[config.mk]
export PLATFORM = sky130hd
export DESIGN_NAME = bcs_ctrl
export DESIGN_NICKNAME = d
export VERILOG_FILES = /design/src/verilog/bcs_pkg.sv /design/src/verilog/bcs_ctrl.sv
export VERILOG_INCLUDE_DIRS = /design/src /design/src/verilog
export SDC_FILE = /design/constraint.sdc
export NUM_CORES = 1
export LEC_CHECK = 0
export BUFFER_PORTS_ARGS = -buffer_cell sky130_fd_sc_hd__buf_2
export CAP_MARGIN = 20
export CORE_MARGIN = 2
export CORE_UTILIZATION = 57
export CTS_BUF_LIST = sky130_fd_sc_hd__clkbuf_8
export DETAILED_ROUTE_END_ITERATION = 8
export PLACE_DENSITY_LB_ADDON = 0.05
export SLEW_MARGIN = 30
export SYNTH_ARGS = -nofsm -noshare
export SYNTH_HDL_FRONTEND = slang
export SYNTH_SLANG_ARGS = --single-unit
[constraint.sdc]
create_clock -name sys_clk -period 3.5 [get_ports sys_clk]
set_clock_uncertainty 0.2 [all_clocks]
set_input_delay 0.7 -clock sys_clk [delete_from_list [all_inputs] [get_ports sys_clk]]
set_output_delay 0.7 -clock sys_clk [all_outputs]
set_load 0.1 [all_outputs]
[src/verilog/bcs_consts.svh]
// Purpose: constants for the bridge tuning and downstream command registers
// Assumes: 40 MHz core clock
// Notes: included by bare name
`ifndef BCS_CONSTS_SVH
`define BCS_CONSTS_SVH

`define BCS_OFF_TUNE 8'h40
`define BCS_OFF_CMD 8'h44

`define BCS_TUNE_RST 32'h0920_0000
`define BCS_TUNE_WMASK 32'hFFF0_0000
`define BCS_CMD_RST 16'h0000
`define BCS_CMD_WMASK 16'h0547

`define BCS_B_DSHORT 20
`define BCS_B_RETRY 21
`define BCS_B_ORDER 23
`define BCS_B_CPL 24
`define BCS_B_ISO 26
`define BCS_B_TC 27
`define BCS_B_LOOP 30
`define BCS_B_LOCK 31

`define BCS_C_IO 0
`define BCS_C_MEM 1
`define BCS_C_BME 2
`define BCS_C_PERR 6
`define BCS_C_SERR 8
`define BCS_C_INTD 10

`define BCS_TC_DEFAULT 3'h0
`define BCS_DISC_SHORT 16'h0040
`define BCS_DISC_MED 16'h0400
`define BCS_DISC_LONG 16'h8000

`define BCS_CLK_NS 25
`define BCS_RETRY0_NS 25000
`define BCS_RETRY1_NS 500000
`define BCS_RETRY2_NS 5000000
`define BCS_RETRY3_NS 25000000
`define BCS_CPL0_NS 50000
`define BCS_CPL1_NS 10000000
`define BCS_CPL2_NS 50000000
`define BCS_CPL_OFF 2'h3

`define BCS_STRAP_WAIT 2'h3

`endif

[src/verilog/bcs_pkg.sv]
// Purpose: shared types of the bridge control block
// Assumes: nothing
// Notes: carrier structs for configuration access
package bcs_pkg;

    typedef struct packed {
        logic valid;
        logic from_secondary;
        logic write;
        logic [7:0] addr;
        logic [3:0] be;
        logic [31:0] wdata;
    } bcs_cfg_req_t;

    typedef struct packed {
        logic done;
        logic crs;
        logic retry;
        logic [31:0] rdata;
    } bcs_cfg_rsp_t;

    typedef enum logic [1:0] {
        BCS_ST_WAIT = 2'b00,
        BCS_ST_SAMPLE = 2'b01,
        BCS_ST_RUN = 2'b10
    } bcs_strap_st_t;

endpackage
[src/verilog/bcs_ctrl.sv]
// Purpose: bridge tuning control word (bits 31:20) and downstream command register
// Assumes: straps asynchronous; other inputs on sys_clk; request held one cycle
// Notes: configuration reachable from primary or secondary side
// Behaviour
// - short-duration bit set gives a 64 clock discard timer.
// - otherwise discard length comes from bridge control bit 24 forward, 25 reverse.
// - retry timer field: 25us, 0.5ms, 5ms, 25ms.
// - ordering bit 0 allows out-of-order delayed completions, 1 keeps order.
// - completion timer field: 50us, 10ms, 50ms, or disabled.
// - isochronous off maps forwarded memory traffic to class zero.
// - isochronous on uses the three-bit class field, reset 001.
// - loopback acts only with the right strap pattern.
// - loopback bit is read-only in forward mode.
// - lockout blocks primary config: CRS forward, retry reverse.
// - lockout resets to 0 when test select zero is low.
// - I/O enable gates secondary I/O responses.
// - memory enable gates secondary memory reads.
// - master enable gates mastering and responses on the secondary side.
// - special cycle enable reads 0.
// - write-and-invalidate enable reads 0.
// - palette snoop ignored, its enable reads 0.
// - parity response enables master data parity error reporting.
// - wait cycle control reads 0.
// - system error enable: messages forward, SERR reverse.
// - fast back-to-back enable reads 0.
// - interrupt disable stops and releases INTx.
`timescale 1ns/1ps
`default_nettype none
`include "bcs_consts.svh"

module bcs_ctrl #(
    parameter int RETRY_C0 = `BCS_RETRY0_NS / `BCS_CLK_NS,
    parameter int RETRY_C1 = `BCS_RETRY1_NS / `BCS_CLK_NS,
    parameter int RETRY_C2 = `BCS_RETRY2_NS / `BCS_CLK_NS,
    parameter int RETRY_C3 = `BCS_RETRY3_NS / `BCS_CLK_NS,
    parameter int CPL_C0 = `BCS_CPL0_NS / `BCS_CLK_NS,
    parameter int CPL_C1 = `BCS_CPL1_NS / `BCS_CLK_NS,
    parameter int CPL_C2 = `BCS_CPL2_NS / `BCS_CLK_NS,
    parameter int TW = 21
) (
    // clock and reset
    input wire logic sys_clk,
    input wire logic arst_n,
    // configuration access
    input wire bcs_pkg::bcs_cfg_req_t cfg_req,
    output var bcs_pkg::bcs_cfg_rsp_t cfg_rsp,
    // straps, asynchronous
    input wire logic test_select_zero,
    input wire logic test_select_one,
    input wire logic test_select_two,
    input wire logic mask_input_strap,
    input wire logic direction_strap,
    // bridge control discard selects
    input wire logic fwd_discard_sel,
    input wire logic rev_discard_sel,
    // timer control
    input wire logic retry_start,
    input wire logic retry_stop,
    input wire logic cpl_start,
    input wire logic cpl_stop,
    // secondary events
    input wire logic sec_io_req,
    input wire logic sec_mem_rd_req,
    input wire logic parity_event,
    input wire logic error_event,
    input wire logic intx_req,
    // timing and policy
    output logic [15:0] discard_limit_r,
    output logic retry_expired_r,
    output logic cpl_expired_r,
    output logic strict_order_r,
    output logic [2:0] fwd_tc_r,
    output logic loopback_r,
    output logic reverse_mode_r,
    // secondary gating and reporting
    output logic sec_io_claim_r,
    output logic sec_mem_claim_r,
    output logic sec_master_en_r,
    output logic mdpe_set_r,
    output logic err_msg_r,
    output logic serr_o_r,
    output logic serr_oe_r,
    output logic intx_assert_r
);
    import bcs_pkg::*;

    logic [31:0] tune_r;
    logic [15:0] cmd_r;
    logic [4:0] strap_m_r;
    logic [4:0] strap_s_r;
    logic [1:0] wait_r;
    bcs_strap_st_t st_r;
    logic [TW-1:0] retry_cnt_r;
    logic retry_run_r;
    logic [TW-1:0] cpl_cnt_r;
    logic cpl_run_r;
    logic tsel0, tsel1, tsel2, msk, rev;
    logic locked_out;
    logic hit_tune, hit_cmd;
    logic [TW-1:0] retry_lim, cpl_lim;

    function automatic logic [31:0] bcs_merge(input logic [31:0] old,
                                              input logic [31:0] wd,
                                              input logic [3:0] be,
                                              input logic [31:0] wm);
        logic [31:0] m;
        m = {{8{be[3]}}, {8{be[2]}}, {8{be[1]}}, {8{be[0]}}} & wm;
        return (old & ~m) | (wd & m);
    endfunction

    function automatic logic [TW-1:0] bcs_pick(input logic [1:0] code,
                                               input int c0, input int c1,
                                               input int c2, input int c3);
        int v;
        v = c0;
        case (code)
            2'h1: v = c1;
            2'h2: v = c2;
            2'h3: v = c3;
            default: v = c0;
        endcase
        return TW'(v - 1);
    endfunction

    assign tsel0 = strap_s_r[0];
    assign tsel1 = strap_s_r[1];
    assign tsel2 = strap_s_r[2];
    assign msk = strap_s_r[3];
    assign rev = strap_s_r[4];

    // straps through two flops before use
    always_ff @(posedge sys_clk or negedge arst_n)
    begin
        if (!arst_n)
        begin
            strap_m_r <= 5'h00;
            strap_s_r <= 5'h00;
        end
        else
        begin
            strap_m_r <= {direction_strap, mask_input_strap, test_select_two,
                          test_select_one, test_select_zero};
            strap_s_r <= strap_m_r;
        end
    end

    // strap capture waits for the synchroniser to settle
    always_ff @(posedge sys_clk or negedge arst_n)
    begin
        if (!arst_n)
        begin
            st_r <= BCS_ST_WAIT;
            wait_r <= 2'h0;
        end
        else
        begin
            unique case (st_r)
                BCS_ST_WAIT:
                begin
                    wait_r <= wait_r + 2'h1;
                    if (wait_r == `BCS_STRAP_WAIT)
                        st_r <= BCS_ST_SAMPLE;
                end
                BCS_ST_SAMPLE: st_r <= BCS_ST_RUN;
                BCS_ST_RUN: st_r <= BCS_ST_RUN;
                default: st_r <= BCS_ST_WAIT;
            endcase
        end
    end

    assign hit_tune = cfg_req.addr == `BCS_OFF_TUNE;
    assign hit_cmd = cfg_req.addr == `BCS_OFF_CMD;
    assign locked_out = tune_r[`BCS_B_LOCK] & ~cfg_req.from_secondary;

    // tuning control word
    always_ff @(posedge sys_clk or negedge arst_n)
    begin
        if (!arst_n)
            tune_r <= `BCS_TUNE_RST;
        else if (st_r == BCS_ST_SAMPLE)
            tune_r[`BCS_B_LOCK] <= tsel0;
        else if (cfg_req.valid && cfg_req.write && hit_tune && !locked_out)
        begin
            // loopback bit is frozen for a forward bridge
            tune_r <= bcs_merge(tune_r, cfg_req.wdata, cfg_req.be,
                                `BCS_TUNE_WMASK & ~({31'h0, ~rev} << `BCS_B_LOOP));
        end
    end

    // downstream command, read-only bits never take a write
    always_ff @(posedge sys_clk or negedge arst_n)
    begin
        if (!arst_n)
            cmd_r <= `BCS_CMD_RST;
        else if (cfg_req.valid && cfg_req.write && hit_cmd && !locked_out)
            cmd_r <= 16'(bcs_merge({16'h0, cmd_r}, cfg_req.wdata, cfg_req.be,
                                   {16'h0, `BCS_CMD_WMASK}));
    end

    // configuration answer, one cycle after the request
    always_ff @(posedge sys_clk or negedge arst_n)
    begin
        if (!arst_n)
            cfg_rsp <= '0;
        else
        begin
            cfg_rsp.done <= cfg_req.valid;
            cfg_rsp.crs <= cfg_req.valid & locked_out & ~rev;
            cfg_rsp.retry <= cfg_req.valid & locked_out & rev;
            cfg_rsp.rdata <= 32'h0;
            if (cfg_req.valid && !cfg_req.write && !locked_out)
            begin
                if (hit_tune)
                    cfg_rsp.rdata <= tune_r & `BCS_TUNE_WMASK;
                else if (hit_cmd)
                    cfg_rsp.rdata <= {16'h0, cmd_r & `BCS_CMD_WMASK};
            end
        end
    end

    // policy outputs
    always_ff @(posedge sys_clk or negedge arst_n)
    begin
        if (!arst_n)
        begin
            discard_limit_r <= `BCS_DISC_LONG;
            strict_order_r <= 1'b0;
            fwd_tc_r <= `BCS_TC_DEFAULT;
            loopback_r <= 1'b0;
            reverse_mode_r <= 1'b0;
        end
        else
        begin
            if (tune_r[`BCS_B_DSHORT])
                discard_limit_r <= `BCS_DISC_SHORT;
            else if (rev ? rev_discard_sel : fwd_discard_sel)
                discard_limit_r <= `BCS_DISC_MED;
            else
                discard_limit_r <= `BCS_DISC_LONG;
            strict_order_r <= tune_r[`BCS_B_ORDER];
            fwd_tc_r <= tune_r[`BCS_B_ISO] ? tune_r[`BCS_B_TC +: 3]
                                           : `BCS_TC_DEFAULT;
            loopback_r <= tune_r[`BCS_B_LOOP] & ~tsel0 & tsel1 & tsel2 & msk & rev;
            reverse_mode_r <= rev;
        end
    end

    assign retry_lim = bcs_pick(tune_r[`BCS_B_RETRY +: 2],
                                RETRY_C0, RETRY_C1, RETRY_C2, RETRY_C3);
    assign cpl_lim = bcs_pick(tune_r[`BCS_B_CPL +: 2], CPL_C0, CPL_C1, CPL_C2, CPL_C2);

    // configuration retry timer, one pulse at expiry
    always_ff @(posedge sys_clk or negedge arst_n)
    begin
        if (!arst_n)
        begin
            retry_cnt_r <= '0;
            retry_run_r <= 1'b0;
            retry_expired_r <= 1'b0;
        end
        else
        begin
            retry_expired_r <= 1'b0;
            if (retry_start)
            begin
                retry_cnt_r <= '0;
                retry_run_r <= 1'b1;
            end
            else if (retry_stop)
                retry_run_r <= 1'b0;
            else if (retry_run_r && retry_cnt_r >= retry_lim)
            begin
                retry_run_r <= 1'b0;
                retry_expired_r <= 1'b1;
            end
            else if (retry_run_r)
                retry_cnt_r <= retry_cnt_r + TW'(1);
        end
    end

    // completion timer; code 3 holds it idle
    always_ff @(posedge sys_clk or negedge arst_n)
    begin
        if (!arst_n)
        begin
            cpl_cnt_r <= '0;
            cpl_run_r <= 1'b0;
            cpl_expired_r <= 1'b0;
        end
        else
        begin
            cpl_expired_r <= 1'b0;
            if (tune_r[`BCS_B_CPL +: 2] == `BCS_CPL_OFF)
                cpl_run_r <= 1'b0;
            else if (cpl_start)
            begin
                cpl_cnt_r <= '0;
                cpl_run_r <= 1'b1;
            end
            else if (cpl_stop)
                cpl_run_r <= 1'b0;
            else if (cpl_run_r && cpl_cnt_r >= cpl_lim)
            begin
                cpl_run_r <= 1'b0;
                cpl_expired_r <= 1'b1;
            end
            else if (cpl_run_r)
                cpl_cnt_r <= cpl_cnt_r + TW'(1);
        end
    end

    // secondary gating; palette snoops are never claimed
    always_ff @(posedge sys_clk or negedge arst_n)
    begin
        if (!arst_n)
        begin
            sec_io_claim_r <= 1'b0;
            sec_mem_claim_r <= 1'b0;
            sec_master_en_r <= 1'b0;
        end
        else
        begin
            sec_io_claim_r <= sec_io_req & cmd_r[`BCS_C_IO] & cmd_r[`BCS_C_BME];
            sec_mem_claim_r <= sec_mem_rd_req & cmd_r[`BCS_C_MEM]
                               & cmd_r[`BCS_C_BME];
            sec_master_en_r <= cmd_r[`BCS_C_BME];
        end
    end

    // error reporting; SERR is open drain, driven low only
    always_ff @(posedge sys_clk or negedge arst_n)
    begin
        if (!arst_n)
        begin
            mdpe_set_r <= 1'b0;
            err_msg_r <= 1'b0;
            serr_o_r <= 1'b0;
            serr_oe_r <= 1'b0;
            intx_assert_r <= 1'b0;
        end
        else
        begin
            mdpe_set_r <= parity_event & cmd_r[`BCS_C_PERR];
            err_msg_r <= error_event & cmd_r[`BCS_C_SERR] & ~rev;
            serr_o_r <= 1'b0;
            serr_oe_r <= error_event & cmd_r[`BCS_C_SERR] & rev;
            intx_assert_r <= intx_req & ~cmd_r[`BCS_C_INTD];
        end
    end

endmodule

`default_nettype wire

==> results_dict.tcl, run 1 <==
set metrics [dict create \
    post-route-min-period_ps 3370 \
    ys_ff_latch 115 \
    io_buffers 89 \
    hold_viol_final 0 \
    cts_hold_buf 0 \
    sequentialPowerShare_pct 47.0 \
    die-width_um 107 \
    fin_total_pwr_mw 2.89 \
    worstSetupPathType "reg -> reg" \
    reg2reg_to "retry_cnt_r[5]" \
    internal-power_mw 2.05 \
    switching_share_pct 29.0 \
    cts.path.max_buffers 2 \
    area_delta_synth_final_pct 18.1 \
    io-pin-count 132 \
    worstMarginPinSlew_ps 697 \
    switching_power_uw 838 \
    grt_max_degree 80 \
    hp-class "in -> async" \
    cts.sinks 115 \
    die-height_um 107 \
    vias 4674 \
    layout_commonest_cell "dfrtp_1" \
    clk_pin_slew_ps 70 \
    remaining_drc_errors 0 \
    dieArea_sq_um 11500 \
    fin_nets 790 \
    p_per_area_nw_per_um2 404 \
    dr.pass1.iters 4 \
    fmax_ghz 0.297 \
    maxCapViolations 0 \
    wl_per_cell_um 15.7 \
    std_cell_rows 37 \
    fin_area_sq_um 7170 \
    synthCells 575 \
    cts_tree "built" \
    synth.top_cells.by_area "dfrtp_1 (46%), ha_1 (9.1%), mux2_2 (3.5%)" \
    syn_area_per_cell_sq_um 10.6 \
    p_leak_nw 3.65 \
    clk_root_buffer_cell "clkbuf_8" \
    design.core.area_sq_um 10300 \
    dpl.hpwl_um 9050 \
    yosys_most_used_dff "dfrtp_1" \
    cts_buffers 17 \
    ys_seq_area_share_pct 47.5 \
    postRouteAntennaNets 0 \
    start_util_pct 58.8 \
    finalCritPeriodShare_pct 96.3 \
    timing.hold.ws_ps 27.9 \
    vias_per_cell 5.63 \
    grt_overflow_total 0 \
    final.setup.tns_ps 0 \
    async_flop_share_pct 100 \
    rr_worst_depth 12 \
    place.gp.congestion 0.873 \
    grt_pass1_vias 4618 \
    synth_edf_count 0 \
    startpoint_type "flop" \
    ff2ff_setup_slack_ps 130 \
    path_max_fanout 12 \
    finalSetupViolations 0 \
    crit_arrival_ps 3520 \
    track_usage_pct 24.1 \
    ys.warnings.count 0 \
    htreeDepth 4 \
    worstSetupEndpointType "flop" \
    ir_worst_vdd_v 0.000478 \
    final_max_slew_viol_count 0 \
    num_antenna_cells 0 \
    critPathRequiredTime_ps 3650 \
    clockPowerShare_pct 42.8 \
    slew_headroom_pct 53.6 \
    dr.first_iter.drc_count 205 \
    drt-total-wl_um 13100 \
    place_ws_ps 109 \
    drive_gt1_share_pct 27.7 \
    syn_area_sq_um 6070 \
    combPwrFrac_pct 10.1 \
    status "complete, no violations" \
    antenna_found_initial 0 \
    grt_pass1_wl_um 21700 \
    place_area_sq_um 6600 \
    yosysUniqueCellTypes 60 \
    fin_ws_ps 131 \
    insertion_delay_ps 430 \
    synth_largest_area_cell "dfrtp_1" \
    synth_top_area_share_pct 45.8 \
    final_cell_mix "dfrtp_1 (110), buf_2 (88), nand2_1 (41), ha_1 (41), conb_1 (31)" \
]
-- kinds of logic after synthesis --
family / synth area share (%)
AOI/OAI and AO/OA: 12.7
xor gates and xnor gates: 0.289
adders and majority gates: 9.07
buffers and inverters: 6.43
DFF: 47.5
muxes: 4.18
other: 0.124
and+or+nand+nor: 19.7
-- worst max-delay path by stage --
stage	startpoint	end	slack, ps	cells after the start
final	flop	retry_cnt_r[5]	130	12
after global routing	flop	retry_cnt_r[6]	-30	12
after CTS	flop	retry_cnt_r[9]	40	12
after detailed placement	flop	retry_cnt_r[9]	110	12
after global placement	flop	retry_cnt_r[9]	200	12
after floorplan	flop	retry_cnt_r[9]	310	11
-- repair_timing --
item / CTS / global route
resized for setup: 2 / 17
setup buffers: 0 / 5
cloned: 0 / 1
pin swaps: 0 / 6
endpoints found under the setup margin: 1 / 19
-- power groups by stage --
stage	Sequential, mW	Combinational, mW	Clock, mW
2_1_floorplan	1.42	0.203	0
3_3_place_gp	1.38	0.286	0
3_5_place_dp	1.39	0.291	0
4_1_cts	1.36	0.292	1.27
5_1_grt	1.36	0.314	1.32
6_report	1.36	0.293	1.24
-- cell usage after synthesis (8+ instances only) --
library cell	n
a21oi_1	31
and2_1	27
and3_1	10
buf_4	28
clkbuf_1	15
dfrtp_1	111
ha_1	44
inv_1	26
mux2_2	19
nand2_1	41
nand3_1	16
nand4_1	15
nor2_1	28
nor3_1	10
nor4_1	8
o21ai_0	15
o31ai_1	14
or4_1	14
-- through the flow --
step	std cells	util, %
2_1_floorplan	604	-
3_3_place_gp	792	63.9
3_5_place_dp	792	63.9
4_1_cts	824	67.9
5_1_grt	830	69.4
6_report	830	69.4
-- worst max-delay path: stages (launching register included) --
cell,delay [ps]
dfstp_2,580
clkinvlp_4,210
ha_4,280
nor2_2,110
nand4_1,150
ha_1,220
a21o_1,170
a21oi_2,150
a2bb2oi_2,220
nand4_4,160
buf_12,190
or4_1,490
a21oi_1,170
-- cell type report --
| type | count | area (sq um) |
|---|---|---|
| Clock buffer | 18 | 248 |
| Clock inverter | 14 | 151 |
| Fill cell | 801 | 3160 |
| Inverter | 26 | 105 |
| Multi-Input combinational cell | 417 | 3000 |
| Sequential cell | 115 | 2880 |
| Tap cell | 136 | 170 |
| Timing Repair Buffer | 104 | 607 |
-- layer usage --
metal | up-vias | GRT usage (%) | part of all wire (%)
met5 | - | 0 | 0
met4 | 0 | 6.77 | 0.81
met3 | 14 | 8.51 | 6.2
met2 | 130 | 39.6 | 50
met1 | 2281 | 30.0 | 43
li1 | 2249 | - | -
Power figures use the tool's default switching activity.
==> run 2: changes to the inputs <==
--- a/config.mk
+++ b/config.mk
@@ -6,9 +6,9 @@
 export SDC_FILE = /design/constraint.sdc
 export NUM_CORES = 1
 export LEC_CHECK = 0
+export ABC_AREA = 0
 export BUFFER_PORTS_ARGS = -buffer_cell sky130_fd_sc_hd__buf_2
 export CAP_MARGIN = 20
-export CORE_MARGIN = 2
 export CORE_UTILIZATION = 57
 export CTS_BUF_LIST = sky130_fd_sc_hd__clkbuf_8
 export DETAILED_ROUTE_END_ITERATION = 8
==> constraint.sdc (replaced) <==
create_clock -name sys_clk -period 3.5 [get_ports sys_clk]
set_clock_uncertainty 0.2 [all_clocks]
set_input_delay 0.7 -clock sys_clk [delete_from_list [all_inputs] [get_ports sys_clk]]
set_output_delay 0.7 -clock sys_clk [all_outputs]
set_load 0.02 [all_outputs]
==> run 2 against run 1 <==
Flip-flop and latch count is the same. First-iteration DRC count grew 13%. Critical path depth shrank 3. Core utilization shrank 0.50 points. Hold slack gained 37 ps. Clock power grew 9.7%. Total power shrank 0.49%. Clock-buffer cell count shrank 1. Sequential share of layout area grew 0.27 points. Die area shrank 3.7%. Fmax shrank 1.3%. Final area shrank 0.72%.
==> results_dict.tcl, run 2 (synthesized netlist as in run 1, its figures left out) <==
set metrics [dict create \
    grt_overflow_total 0 \
    io-pin-count 132 \
    finalSetupViolations 0 \
    cts_tree "built" \
    htreeDepth 4 \
    ir_worst_vdd_v 0.000371 \
    die-height_um 105 \
    clk_root_buffer_cell "clkbuf_8" \
    place_ws_ps -14.1 \
    grt_max_degree 50 \
    num_antenna_cells 0 \
    p_per_area_nw_per_um2 405 \
    dpl.hpwl_um 9070 \
    dr.pass1.iters 5 \
    p_leak_nw 3.67 \
    crit_path_max_incr_delay_ps 590 \
    final.setup.tns_ps 0 \
    startpoint_type "flop" \
    dieArea_sq_um 11100 \
    slowest_stage "a221oi_1" \
    insertion_delay_ps 450 \
    grt_pass1_wl_um 21600 \
    postRouteAntennaNets 0 \
    final_cell_mix "dfrtp_1 (111), buf_2 (88), ha_1 (43)" \
    start_util_pct 58.8 \
    area_delta_synth_final_pct 17.2 \
    crit_buf_inv 2 \
    track_usage_pct 25.1 \
    hp-class "in -> async" \
    ff2ff_setup_slack_ps 90 \
    fin_ws_ps 88.1 \
    wl_per_cell_um 15.6 \
    fin_total_pwr_mw 2.88 \
    remaining_drc_errors 0 \
    fmax_ghz 0.293 \
    cts_buffers 17 \
    cts_hold_buf 0 \
    dr.first_iter.drc_count 231 \
    post-route-min-period_ps 3410 \
    slew_headroom_pct 55.0 \
    crit_family "simple AND/OR/NAND/NOR gates" \
    cts.path.max_buffers 2 \
    fin_nets 788 \
    place.gp.congestion 0.810 \
    clk_pin_slew_ps 80 \
    finalCritPeriodShare_pct 97.5 \
    cp_cell_sequence "ha_1 > inv_1 > ha_1 > and4_1 > a221oi_1 > nand4_4 > buf_4 > nor4_1 > mux2_2" \
    io_buffers 89 \
    reg2reg_to "retry_cnt_r[9]" \
    maxCapViolations 0 \
    critPathRequiredTime_ps 3630 \
    worstSetupEndpointType "flop" \
    status "complete, no violations" \
    vias_per_cell 5.73 \
    final_max_slew_viol_count 0 \
    crit_arrival_ps 3550 \
    path_max_fanout 5 \
    cts.sinks 115 \
    worstMarginPinSlew_ps 658 \
    design.core.area_sq_um 10300 \
    worstSetupPathType "reg -> reg" \
    drive_gt1_share_pct 26.2 \
    drt-total-wl_um 12900 \
    die-width_um 105 \
    path_common_cell "ha_1" \
    antenna_found_initial 0 \
    vias 4747 \
    hold_viol_final 0 \
    std_cell_rows 37 \
    grt_pass1_vias 4704 \
    layout_commonest_cell "dfrtp_1" \
    rr_worst_depth 9 \
]
run 2: worst max path at each step:
stage | from | endpoint | slack (ps) | cells past startpoint
after floorplan | flop | retry_cnt_r[9] | 310 | 11
after global placement | flop | retry_cnt_r[15] | 80 | 12
after CTS | flop | retry_cnt_r[9] | 50 | 12
final | flop | retry_cnt_r[9] | 90 | 9
after global routing | flop | retry_cnt_r[7] | -3 | 11
after detailed placement | flop | retry_cnt_r[5] | -10 | 12
run 2: through the flow:
step           cells  hold slack [ps]  utilization [%]  cell area, sq um
2_1_floorplan    604              131                -              6180
3_3_place_gp     792              133             63.8              6590
3_5_place_dp     792              135             63.8              6590
4_1_cts          826             64.7             68.2              7040
5_1_grt          828              106             68.9              7120
6_report         828             64.5             68.9              7120
run 2: timing repair:
action,in CTS,in global routing
endpoints found under the hold margin,0,0
pin swaps,1,1
cloned,0,1
resized for setup,1,8
buffers inserted,2,1
endpoints found under the setup margin,12,18
run 2: routing by layer:
metal  track usage [%]  up-vias  share of wire (%)
met1              31.2     2333                 44
met2              40.6      148                 48
met3              7.86       18                6.7
met5                 0        -                  0
li1                  -     2248                  -
met4              10.1        0                1.4
run 2: report_power, final:
part	switching, mW	internal [mW]	leakage (nW)
clock network	0.580	0.781	0.209
registers	0.0117	1.35	1.53
logic	0.112	0.0472	1.92
run 2: area by class of cell:
class	instances	area (sq um)
clock buffer	17	234
inverter	26	97.6
multi-input combinational	417	2940
sequential	115	2880
fill	814	3210
tap	136	170
clock inverter	15	204
timing repair buffer	102	588
